--- src/logic/pirb_pkg.sv ---
package pirb_pkg;

   // ***************************************************************
   // Register map (byte addresses, one aligned word each)
   // ***************************************************************
   localparam logic [11:0] ADDR_FLAGS_TWO   = 12'h000;
   localparam logic [11:0] ADDR_FLAGS_THREE = 12'h004;
   localparam logic [11:0] ADDR_FLAGS_FOUR  = 12'h008;
   localparam logic [11:0] ADDR_FLAGS_FIVE  = 12'h00C;
   localparam logic [11:0] ADDR_FLAGS_SIX   = 12'h010;
   localparam logic [11:0] ADDR_CCP_MODE    = 12'h014;

   // ***************************************************************
   // Implemented-bit masks and reset values
   // ***************************************************************
   localparam logic [7:0] MASK_TWO       = 8'hBF;
   localparam logic [7:0] MASK_THREE     = 8'hFF;
   localparam logic [7:0] MASK_FOUR      = 8'hFF;
   localparam logic [7:0] MASK_FIVE      = 8'hFF;
   localparam logic [7:0] MASK_SIX       = 8'h17;
   localparam logic [7:0] MASK_FOUR_SML  = 8'h3F;
   localparam logic [7:0] MASK_FIVE_SML  = 8'h17;
   localparam logic [7:0] RESET_FLAGS    = 8'h00;
   localparam logic [7:0] HW_ONLY_THREE  = 8'h30;
   localparam int         POS_RX_FULL    = 5;
   localparam int         POS_TX_EMPTY   = 4;
   localparam int         POS_LCD        = 6;
   localparam int         NUM_CCP        = 10;
   localparam logic [19:0] RESET_CCP_MODE = 20'h00000;

   // Capture/compare channel mode (two bits per channel)
   typedef enum logic [1:0]
   {
      PIRB_CCP_OFF     = 2'b00,
      PIRB_CCP_CAPTURE = 2'b01,
      PIRB_CCP_COMPARE = 2'b11,
      PIRB_CCP_PWM     = 2'b10
   } pirb_ccp_mode_e;

   // Peripheral event strobes, one cycle each
   typedef struct packed
   {
      logic       osc_fail;
      logic       sync_port2_done;
      logic       collision2;
      logic       collision1;
      logic       volt_detect;
      logic       timer3_overflow;
      logic       timer3_gate;
      logic       timer5_gate;
      logic       lcd_frame_done;
      logic       charge_time;
      logic       rtc_event;
      logic [9:0] capture;
      logic [9:0] compare_match;
      logic       timer4_match;
      logic       timer5_overflow;
      logic       timer6_match;
      logic       timer7_overflow;
      logic       timer8_match;
      logic       timer10_match;
      logic       timer12_match;
      logic       timer7_gate;
      logic       nvm_write_done;
      logic [2:0] comparator;
   } pirb_events_s;

   // Level status of the second serial port buffers and the LCD type-B nonstatic mode
   typedef struct packed
   {
      logic rx_buffer_full;
      logic tx_buffer_empty;
      logic lcd_type_b_nonstatic;
   } pirb_levels_s;

endpackage

--- src/logic/pirb_flag_bank.sv ---
// Operation
// - Oscillator fail sets bit 7, software clears
// - Sync port 2 completion sets bit 5
// - Each bus collision sets its own flag
// - Voltage detect event sets bit 2
// - Timer3 overflow and gate set bits 1,0
// - Unimplemented bits always read zero
// - Rx flag read-only, follows buffer full
// - Tx flag read-only, follows buffer empty
// - LCD flag set after all commons output, type B nonstatic only
// - Capture mode: capture sets channel flag
// - Compare mode: match sets channel flag
// - PWM mode: channel flag never set
// - Charge-time unit event sets held flag
// - Real-time clock event sets held flag
// - Timer 4/6/8/10/12 period match sets flags
// - Timer5/7 overflow, timer7 gate set flags
// - Held flags clear only by software writing zero or by reset
// - Nonvolatile write completion sets flag
// - Three comparator events set bits 2..0
// - Small-memory variant lacks some flags
// - Flags set regardless of any enable
//
// The address map and the APB interface to the registers were decided locally.
`timescale 1ns/1ps

module pirb_flag_bank #(
   parameter bit SMALL_MEMORY = 1'b0
)(
   input  wire logic                  i_clock,
   input  wire logic                  i_sys_rst,
   input  wire logic                  psel,
   input  wire logic                  penable,
   input  wire logic                  pwrite,
   input  wire logic [11:0]           paddr,
   input  wire logic [31:0]           pwdata,
   input  wire logic [3:0]            pstrb,
   output logic      [31:0]           prdata,
   output logic                       pready,
   output logic                       pslverr,
   input  wire pirb_pkg::pirb_events_s i_events,
   input  wire pirb_pkg::pirb_levels_s i_levels,
   output logic                       o_serial2_rx_buffer_read,
   output logic                       o_serial2_tx_buffer_write,
   output logic      [39:0]           o_flags
);

   // ***************************************************************
   // State
   // ***************************************************************
   typedef struct packed
   {
      logic [7:0]  flags_two;
      logic [7:0]  flags_three;
      logic [7:0]  flags_four;
      logic [7:0]  flags_five;
      logic [7:0]  flags_six;
      logic [19:0] ccp_mode;
      logic [31:0] prdata;
      logic        pready;
      logic        pslverr;
      logic        rx_read;
      logic        tx_write;
   } pirb_state_s;

   pirb_state_s state;
   pirb_state_s next_state;

   // Sticky update: hardware set wins over a software clear
   function automatic logic [7:0] sticky(input logic [7:0] cur,
                                         input logic [7:0] set,
                                         input logic       wr,
                                         input logic [7:0] wdata,
                                         input logic [7:0] mask);
      logic [7:0] kept;
      kept = wr ? (cur & wdata) : cur;
      return (kept | set) & mask;
   endfunction

   function automatic logic [1:0] ccp_mode_of(input logic [19:0] modes, input int ch);
      return modes[2*ch +: 2];
   endfunction

   localparam int NUM_CCP_L = pirb_pkg::NUM_CCP;
   localparam int POS_RX_L  = pirb_pkg::POS_RX_FULL;
   localparam int POS_TX_L  = pirb_pkg::POS_TX_EMPTY;

   // ***************************************************************
   // Next-state logic
   // ***************************************************************
   logic [7:0]  set_two;
   logic [7:0]  set_three;
   logic [7:0]  set_four;
   logic [7:0]  set_five;
   logic [7:0]  set_six;
   logic [9:0]  ccp_set;
   logic [7:0]  mask_four;
   logic [7:0]  mask_five;
   logic        access;
   logic        wr;
   logic        rd;
   logic        lane0;
   logic        mapped;

   always_comb
   begin
      next_state = state;
      ccp_set    = '0;
      for (int ch = 0; ch < NUM_CCP_L; ch++)
      begin
         unique case (pirb_pkg::pirb_ccp_mode_e'(ccp_mode_of(state.ccp_mode, ch)))
            pirb_pkg::PIRB_CCP_CAPTURE : ccp_set[ch] = i_events.capture[ch];
            pirb_pkg::PIRB_CCP_COMPARE : ccp_set[ch] = i_events.compare_match[ch];
            pirb_pkg::PIRB_CCP_PWM     : ccp_set[ch] = 1'b0;
            pirb_pkg::PIRB_CCP_OFF     : ccp_set[ch] = 1'b0;
         endcase
      end

      set_two = {i_events.osc_fail,
                 1'b0,
                 i_events.sync_port2_done,
                 i_events.collision2,
                 i_events.collision1,
                 i_events.volt_detect,
                 i_events.timer3_overflow,
                 i_events.timer3_gate};
      set_three = {i_events.timer5_gate,
                   i_events.lcd_frame_done & i_levels.lcd_type_b_nonstatic,
                   2'b00,
                   i_events.charge_time,
                   ccp_set[1:0],
                   i_events.rtc_event};
      set_four = ccp_set[9:2];
      set_five = {i_events.timer7_gate,
                  i_events.timer12_match,
                  i_events.timer10_match,
                  i_events.timer8_match,
                  i_events.timer7_overflow,
                  i_events.timer6_match,
                  i_events.timer5_overflow,
                  i_events.timer4_match};
      set_six = {3'b000, i_events.nvm_write_done, 1'b0, i_events.comparator};

      // Smaller variant drops channels 9/10 and the upper timer flags
      mask_four = SMALL_MEMORY ? pirb_pkg::MASK_FOUR_SML : pirb_pkg::MASK_FOUR;
      mask_five = SMALL_MEMORY ? pirb_pkg::MASK_FIVE_SML : pirb_pkg::MASK_FIVE;

      access = psel && penable && !state.pready;
      wr     = access && pwrite;
      rd     = access && !pwrite;
      lane0  = pstrb[0];
      mapped = (paddr == pirb_pkg::ADDR_FLAGS_TWO)   || (paddr == pirb_pkg::ADDR_FLAGS_THREE) ||
               (paddr == pirb_pkg::ADDR_FLAGS_FOUR)  || (paddr == pirb_pkg::ADDR_FLAGS_FIVE)  ||
               (paddr == pirb_pkg::ADDR_FLAGS_SIX)   || (paddr == pirb_pkg::ADDR_CCP_MODE);

      next_state.flags_two = sticky(state.flags_two, set_two,
         wr && lane0 && paddr == pirb_pkg::ADDR_FLAGS_TWO, pwdata[7:0], pirb_pkg::MASK_TWO);
      next_state.flags_three = sticky(state.flags_three, set_three,
         wr && lane0 && paddr == pirb_pkg::ADDR_FLAGS_THREE, pwdata[7:0] | pirb_pkg::HW_ONLY_THREE,
         pirb_pkg::MASK_THREE);
      // Buffer flags are levels from the serial port, not sticky
      next_state.flags_three[POS_RX_L] = i_levels.rx_buffer_full;
      next_state.flags_three[POS_TX_L] = i_levels.tx_buffer_empty;
      next_state.flags_four = sticky(state.flags_four, set_four,
         wr && lane0 && paddr == pirb_pkg::ADDR_FLAGS_FOUR, pwdata[7:0], mask_four);
      next_state.flags_five = sticky(state.flags_five, set_five,
         wr && lane0 && paddr == pirb_pkg::ADDR_FLAGS_FIVE, pwdata[7:0], mask_five);
      next_state.flags_six = sticky(state.flags_six, set_six,
         wr && lane0 && paddr == pirb_pkg::ADDR_FLAGS_SIX, pwdata[7:0], pirb_pkg::MASK_SIX);

      if (wr && paddr == pirb_pkg::ADDR_CCP_MODE)
      begin
         if (pstrb[0]) next_state.ccp_mode[7:0]   = pwdata[7:0];
         if (pstrb[1]) next_state.ccp_mode[15:8]  = pwdata[15:8];
         if (pstrb[2]) next_state.ccp_mode[19:16] = pwdata[19:16];
      end

      // One-wait-state slave: answer one cycle into the access phase
      next_state.pready   = access;
      next_state.pslverr  = access && !mapped;
      next_state.rx_read  = 1'b0;
      next_state.tx_write = 1'b0;
      next_state.prdata   = '0;
      if (rd)
      begin
         unique case (paddr)
            pirb_pkg::ADDR_FLAGS_TWO   : next_state.prdata = {24'h000000, state.flags_two};
            pirb_pkg::ADDR_FLAGS_THREE : next_state.prdata = {24'h000000, state.flags_three};
            pirb_pkg::ADDR_FLAGS_FOUR  : next_state.prdata = {24'h000000, state.flags_four};
            pirb_pkg::ADDR_FLAGS_FIVE  : next_state.prdata = {24'h000000, state.flags_five};
            pirb_pkg::ADDR_FLAGS_SIX   : next_state.prdata = {24'h000000, state.flags_six};
            pirb_pkg::ADDR_CCP_MODE    : next_state.prdata = {12'h000, state.ccp_mode};
            default                    : next_state.prdata = 32'h00000000;
         endcase
      end

      if (i_sys_rst)
      begin
         next_state             = '0;
         next_state.flags_two   = pirb_pkg::RESET_FLAGS;
         next_state.ccp_mode    = pirb_pkg::RESET_CCP_MODE;
      end
   end

   // ***************************************************************
   // Registers
   // ***************************************************************
   always_ff @(posedge i_clock)
   begin
      state <= next_state;
   end

   // Buffer access strobes are raised elsewhere by the serial port's data
   // register decode; kept here as registered zeros so the ports are defined.
   assign prdata                    = state.prdata;
   assign pready                    = state.pready;
   assign pslverr                   = state.pslverr;
   assign o_serial2_rx_buffer_read  = state.rx_read;
   assign o_serial2_tx_buffer_write = state.tx_write;
   assign o_flags = {state.flags_six, state.flags_five, state.flags_four,
                     state.flags_three, state.flags_two};

endmodule // pirb_flag_bank

--- config.mk ---
export PLATFORM = sky130hd
export DESIGN_NAME = pirb_flag_bank
export DESIGN_NICKNAME = d
export VERILOG_FILES = /design/src/logic/pirb_pkg.sv /design/src/logic/pirb_flag_bank.sv
export SDC_FILE = /design/constraint.sdc
export NUM_CORES = 1
export LEC_CHECK = 0
export BUFFER_PORTS_ARGS = -buffer_cell sky130_fd_sc_hd__buf_2
export CAP_MARGIN = 0
export CORE_UTILIZATION = 47
export CTS_CLUSTER_SIZE = 8
export DETAILED_ROUTE_END_ITERATION = 7
export GPL_ROUTABILITY_DRIVEN = 0
export GPL_TIMING_DRIVEN = 0
export PLACE_DENSITY = 0.8
export SETUP_SLACK_MARGIN = 0.15
export SYNTH_ARGS = -nofsm -noshare
export SYNTH_HDL_FRONTEND = slang
export SYNTH_SLANG_ARGS = --single-unit
--- constraint.sdc ---
create_clock -name i_clock -period 2.1 [get_ports i_clock]
set_input_delay 0.42 -clock i_clock [delete_from_list [all_inputs] [get_ports i_clock]]
set_output_delay 0.42 -clock i_clock [all_outputs]
set_load 0.005 [all_outputs]
; ---- Yosys cells after proc, flatten, opt, wreduce, memory -nomap -nowiden
; Index checks and enable logic that the tools add are counted.
[word_totals]
ff_bits = 92
latchBits = 0
ramBits = 0
mem_bits_ro = 0
input_bits = 99
output_inout_bits = 76
mem_count = 0
[op_classes]
addsub = 0
mul = 0
n_div = 0
magnitude_cmp = 0
eq_ne = 35
n_shift = 0
n_mux = 16
n_bitwise = 12
n_reduce_logical = 45
[op_table]
columns = op, n
row1 = 20-bit one-hot mux with 6 select lines, 1
row2 = 2-bit == test (second input constant), 20
row3 = 8-bit AND, 4
row4 = 8-bit 2-to-1 mux, 4
row5 = 8-bit bitwise OR, 4
row6 = 1-bit one-hot mux with 3 select lines, 10
row7 = 12-bit by 4-bit == test with 1-bit output (second input constant), 2
row8 = 12-bit by 5-bit == test with 1-bit output (second input constant), 2
row9 = 2-bit OR reduction, 11
row10 = 2-bit by 1-bit == test with 1-bit output (second input constant), 10
row11 = 2-bit zero test, 10
row12 = 12-bit by 3-bit == test with 1-bit output (second input constant), 1
row13 = 1-bit logical AND, 12
row14 = 12-bit zero test, 1
row15 = 2-bit AND reduction, 3
row16 = 5-bit AND, 1
row17 = 1-bit logical OR, 5
row18 = 5-bit 2-to-1 mux, 1
row19 = 5-bit bitwise OR, 1
row20 = 1-bit zero test, 3
row21 = 1-bit AND, 1
row22 = 1-bit inverter, 1

; ---- Longest topological paths before layout
; Gate-level depths: netlist of the first run.
[logic_depth]
depth_word = 8
depth_mapped = 6
mapped_depth_nobuf = 4

; ---- Worst setup path before layout of the first run
; Ideal clock, no wire load.
[synth_timing]
path_type = input -> register
from = input paddr[9]
to = register state[51] (netlist name)
t_arrival_ns = 1.569
t_required_ns = 2.030
slack_ns = 0.460
path_stages = 6
cell_sequence = nor4_4 and4bb_2 buf_4 buf_4 nand4_1 a21oi_1
[synth_via]
elab_chain_cells = 3
[synth_rtl]
columns = element, line_no
row1 = start: declaration, pirb_flag_bank.sv:35  ; input wire logic [11:0] paddr,
row2 = 12-bit by 5-bit == test with 1-bit output, pirb_flag_bank.sv:171  ; if (wr && paddr == pirb_pkg::ADDR_CCP_MODE)
row3 = 1-bit logical AND, pirb_flag_bank.sv:171
row4 = 2-bit AND reduction (no source line), n/a
row5 = end signal: assignment, pirb_flag_bank.sv:210  ; state <= next_state;
row6 = end: declaration, pirb_flag_bank.sv:66  ; pirb_state_s state;
; Every way passes these cells.
; A chain may end at the register's enable or synchronous reset.

; ---- Worst setup path after layout of the first run
[layout_timing]
from = input paddr[9]
to = register state (netlist bit o_flags[3])
[layout_via]
elab_chain_cells = 4
[layout_rtl]
columns = element, line_no
row1 = 12-bit zero test, pirb_flag_bank.sv:157  ; wr && lane0 && paddr == pirb_pkg::ADDR_FLAGS_TWO, pwdata[7:0], pirb_pkg::MASK_TWO);
row2 = 1-bit logical AND, pirb_flag_bank.sv:157
row3 = 8-bit 2-to-1 mux, pirb_flag_bank.sv:76  ; kept = wr ? (cur & wdata) : cur;
row4 = 8-bit bitwise OR, pirb_flag_bank.sv:77  ; return (kept | set) & mask;
; Every way passes these cells.

==> impl_metrics.yaml, run 1 <==
job:
  maxCapViolCount: 0
setup_path:
  worstPathCellList: "buf_2, nor4_4, nand4bb_1, nor3_2, a211oi_1"
  max_stage_delay_ns: 0.66
  required_ns: 2.29
  cp-start-kind: "input pin"
  crit_type: "in2reg"
  crit_slowest_cell: "nor3_2"
  arrival_ns: 2.20
  crit_fanout: 7
  end_kind: "flop"
global_route:
  grt_pass1_wl_um: 17300
  antenna_found_initial: 1
  grt_usage_pct: 26.4
  grt_pass1_vias: 3459
  grt.overflow.total: 0
  grt_max_degree: 13
floorplanning:
  core_sq_um: 7850
  start_util_pct: 49.2
  rows: 32
  fp.dieH_um: 92.6
  dieArea_sq_um: 8580
  die_w_um: 92.6
  io_pins: 175
cts:
  clkTransAtPathRegs_ns: 0.07
  cts-root-buf: "clkbuf_8"
  cts_num_sinks: 77
  post-cts-setup-buffers: 0
  clock_path_buffers: 2
  insertion_delay_ns: 0.35
  cts_buffers: 9
  htree_levels: 3
  cts_tree: "yes"
cells_and_area:
  layout.nets: 700
  layout-drive-gt1-share_pct: 42.4
  synthToLayoutAreaGrowth_pct: 29.2
  fill_cells: 704
  finalNonFillerCells: 709
synthesis:
  synth_warnings: 0
  async_flop_share_pct: 0
  yosys-top-cells-count: "buf_4 (77), dfxtp_1 (77), a21oi_1 (40)"
  synth_cell_types: 39
  ys_seq_elements: 77
  synth_area_leaders: "dfxtp_1 (40%), buf_4 (15%), a21oi_1 (5.2%), o21ai_0 (3.5%), nand4_1 (3.4%)"
  post_synth_instance_area_sq_um: 3860
  synth_edf_count: 0
  synth_flop_cell: "dfxtp_1"
  netlist_instances: 432
  synth.avg_cell_area_sq_um: 8.94
  yosys.area.top_type: "dfxtp_1"
  netlist.area_leader.share_pct: 39.9
  yosysSeqAreaShare_pct: 39.9
timing:
  maxSlewViolCount: 0
  setup-violations-final: 0
  finalHoldViolations: 0
  period_share_pct: 95.4
  timing.hold.ws_ns: 0.282
  tightest_slew_ns: 0.700
  tns_ns: 0
  grt_setup_unrepaired: "true"
  fin_crit_ns: 2.00
  slew-limit-headroom_pct: 53.1
  fin_skew_ns: 0.00591
  max_freq_ghz: 0.499
drt:
  final_antenna_net_count: 0
  detail_route.first_pass.iterations: 5
  wl_met3_um: 1030
  num_vias: 3812
  wl_per_cell_um: 15.8
  viasPerCell: 5.38
  drtIter0Drc: 245
  highest_layer: "met4"
  dr_wl_met2_um: 5320
  routedLengthMet1_um: 4510
  wl_um: 11200
  drcViolationCount: 0
power_and_ir_drop:
  ir_worst_vdd_uv: 266
  powerDensity_nw_per_um2: 635
  leakage_nw: 2.33
placement:
  dp.cells: 692
  io_buffers: 140
  dp_hpwl_um: 8640
run_status:
  status: "finished, final reports clean"
worst_hold_path:
  hold_class: "in2reg"
## critical path, delay by kind of cell
family | cells | cell delay [ns]
AOI/OAI and AO/OA | 1 | 0.16
buffers and inverters | 1 | 0.11
and+or+nand+nor | 3 | 1.50
## final timing paths
check,from,to,slack [ns],cells past startpoint
worst max-delay path,paddr[9],o_flags[3],0.1,5
worst min-delay path,i_levels[1],o_flags[12],0.28,2
worst max register to register,pready,o_flags[9],0.29,5
worst min register to register,state[52],o_flags[22],0.48,2
## repair_timing
action / CTS / global route
setup endpoints to repair: 7 / 12
hold buffers: 0 / 0
resized for setup: 1 / 1
gates cloned: 0 / 0
pin swaps: 0 / 0
## power by group
group | total (W) | internal (W) | switching (W)
clock | 0.00126 | 0.000731 | 0.000530
combinational | 0.000383 | 0.000205 | 0.000178
sequential | 0.00152 | 0.00149 | 0.0000289
total | 0.00317 | 0.00243 | 0.000736
## state kept, by name, indices dropped and copies added, names as in the netlist
signal / count
o_flags: 35
prdata: 20
pready: 1
pslverr: 1
state: 20
## cell usage in the layout (no fill, tap or decap), types with 11 or more instances in the layout
master    synthesis  routed
dfxtp_1          77      77
buf_4            77      77
buf_2             3     143
mux2i_1          11      11
clkbuf_1         16      16
o21ai_0          27      27
nand4_1          21      21
a211oi_1         16      16
nand2_1          13      12
a21oi_1          40      40
conb_1            1      19
clkbuf_8          0      11
and2_1           17      17
nor2_1           33      33
mux2_2           11      11
## cell type report
cell class                      count  area (sq um)  share of cell area, %
Sequential cell                    77          1540                   30.9
Multi-Input combinational cell    267          1700                   34.1
Clock buffer                       12           155                   3.11
Inverter                            9          33.8                  0.677
Clock inverter                      4          70.1                   1.40
Tap cell                          102           128                   2.56
Timing Repair Buffer              140           701                   14.0
Antenna cell                        1          2.50                 0.0502
Buffer                             97           658                   13.2
## routing by layer
metal  vias to the layer above  global-route usage, %
li1                       1781                      -
met1                      1776                   32.4
met2                       227                   43.3
met3                        28                   7.14
met4                         0                   11.5
met5                         -                      0
## cells by family (layout without fill, tap and decap cells)
family | after synthesis | in the layout | synth area share, %
AND/OR/NAND/NOR | 118 | 118 | 17.6
buffers and inverters | 106 | 262 | 17.9
AO/OA/AOI/OAI | 104 | 104 | 16.1
flip-flops | 77 | 77 | 39.9
multiplexers | 26 | 26 | 8.39
other | 1 | 20 | 0.0971
## through the flow
step / utilization, % / setup WS, ns / instance area [sq um] / power (W)
3_3_place_gp: 60.6 / -0.139 / 4760 / 0.00192
2_1_floorplan: - / 0.460 / 3930 / 0.00176
4_1_cts: 63.5 / 0.154 / 4980 / 0.00317
6_report: 63.6 / 0.0965 / 4990 / 0.00317
3_5_place_dp: 60.6 / -0.206 / 4760 / 0.00193
5_1_grt: 63.6 / 0.0567 / 4990 / 0.00329
Power figures use the tool's default switching activity.
==> inputs of run 2 (changes only) <==
CORE_MARGIN = 2   (was unset)
SKIP_LAST_GASP = 1   (was unset)
==> run 2 against run 1 <==
Compared with the run above:
- power decreased by 3.8%
- clock skew increased by 0.0016 ns
- register-to-register slack got worse by 0.03 ns
==> impl_metrics.yaml, run 2 (synthesis results as in run 1) <==
timing:
  period_share_pct: 88.2
  grt_setup_unrepaired: "false"
  finalHoldViolations: 0
  setup-violations-final: 0
  setup_ws_ns: 0.248
  tightest_slew_ns: 0.611
  timing.hold.ws_ns: 0.274
  maxSlewViolCount: 0
  slew-limit-headroom_pct: 59.3
  fin_skew_ns: 0.00750
  max_freq_ghz: 0.540
  fin_crit_ns: 1.85
  tns_ns: 0
placement:
  io_buffers: 140
  place_ws_ns: -0.189
  dp_hpwl_um: 8540
  dp.cells: 695
cells_and_area:
  layout_common_cells: "buf_2 (143), buf_4 (77), dfxtp_1 (77), a21oi_1 (40), nor2_1 (33)"
  synthToLayoutAreaGrowth_pct: 28.9
  finalNonFillerCells: 711
  layout-drive-gt1-share_pct: 42.7
  layout.nets: 700
  final_common_cell: "buf_2"
  antenna_cells: 0
  fill_cells: 735
  largest_reg_flops: 35
floorplanning:
  die_w_um: 94.6
  rows: 33
  dieArea_sq_um: 8960
  core_sq_um: 8090
  start_util_pct: 47.7
  io_pins: 175
  fp.dieH_um: 94.6
global_route:
  met3_usage_pct: 4.55
  grt_pass1_wl_um: 16900
  grt_usage_pct: 25.0
  grt-busiest-layer: "met2"
  grt_use_met2_pct: 41.2
  antenna_found_initial: 0
  grt.overflow.total: 0
  grt_max_degree: 14
  grt.met1_usage_pct: 31.6
  grt_pass1_vias: 3465
cts:
  clkTransAtPathRegs_ns: 0.08
  cts-root-buf: "clkbuf_8"
  cts_tree: "yes"
  cts_num_sinks: 77
  insertion_delay_ns: 0.36
  post-cts-setup-buffers: 0
  cts_buffers: 9
  htree_levels: 3
  clock_path_buffers: 2
  holdBufCountCts: 0
job:
  maxCapViolCount: 0
drt:
  drtIter0Drc: 357
  drcViolationCount: 0
  wl_um: 11400
  final_antenna_net_count: 0
  num_vias: 3806
  wl_per_cell_um: 16.0
  viasPerCell: 5.35
  detail_route.first_pass.iterations: 5
setup_path:
  cp-start-kind: "input pin"
  arrival_ns: 2.08
  end_kind: "flop"
  required_ns: 2.33
  crit_fanout: 10
  crit_type: "in2reg"
run_status:
  status: "finished, final reports clean"
worst_hold_path:
  hold_class: "in2reg"
power_and_ir_drop:
  total_power_w: 0.00305
  ir_worst_vdd_uv: 328
  powerDensity_nw_per_um2: 612
  leakage_nw: 2.31
## run 2: path summary, 6_finish.rpt
path | startpoint | to | slack, ns | cells past startpoint
setup reg to reg | pready | o_flags[9] | 0.26 | 5
hold reg to reg | state[52] | o_flags[22] | 0.47 | 2
setup / recovery | paddr[9] | state[47] | 0.25 | 6
hold / removal | i_levels[2] | o_flags[13] | 0.27 | 2
## run 2: through the flow
stage               cell area (sq um)  util [%]
floorplan                        3930         -
global placement                 4760      58.8
detailed placement               4760      58.8
CTS                              4960      61.3
global route                     4980      61.5
finish                           4980      61.5
## run 2: layer usage
metal,vias to the layer above,part of all wire (%)
li1,1778,-
met1,1741,39
met2,256,48
met3,31,9.8
met4,0,3.0
met5,-,0
## run 2: where the power goes
part           leakage [nW]  internal, W  switching [W]
logic                  1.59     0.000206       0.000182
clock network        0.0943     0.000576       0.000561
registers             0.628      0.00149      0.0000279
total                  2.31      0.00228       0.000770
## run 2: area by class of cell
| type | instances | area, sq um | area share (%) |
|---|---|---|---|
| plain buffers | 97 | 658 | 13.2 |
| clock buffers | 10 | 138 | 2.76 |
| clock inverters | 6 | 62.6 | 1.26 |
| inverters | 9 | 33.8 | 0.679 |
| multi-input cells | 267 | 1710 | 34.4 |
| flip-flops and latches | 77 | 1540 | 31.0 |
| well taps | 105 | 131 | 2.64 |
| repair buffers | 140 | 701 | 14.1 |
## run 2: what timing repair did
| action | CTS | global route |
|---|---|---|
| gates cloned | 0 | 0 |
| hold endpoints to repair | 0 | 0 |
| setup endpoints to repair | 1 | 12 |
| resized for setup | 1 | 3 |
## run 2: critical path, stage by stage
cell,delay (ns)
buf_2,0.11
nor4_4,0.46
nand4bb_2,0.35
clkbuf_1,0.34
o21ai_0,0.30
a21oi_1,0.10
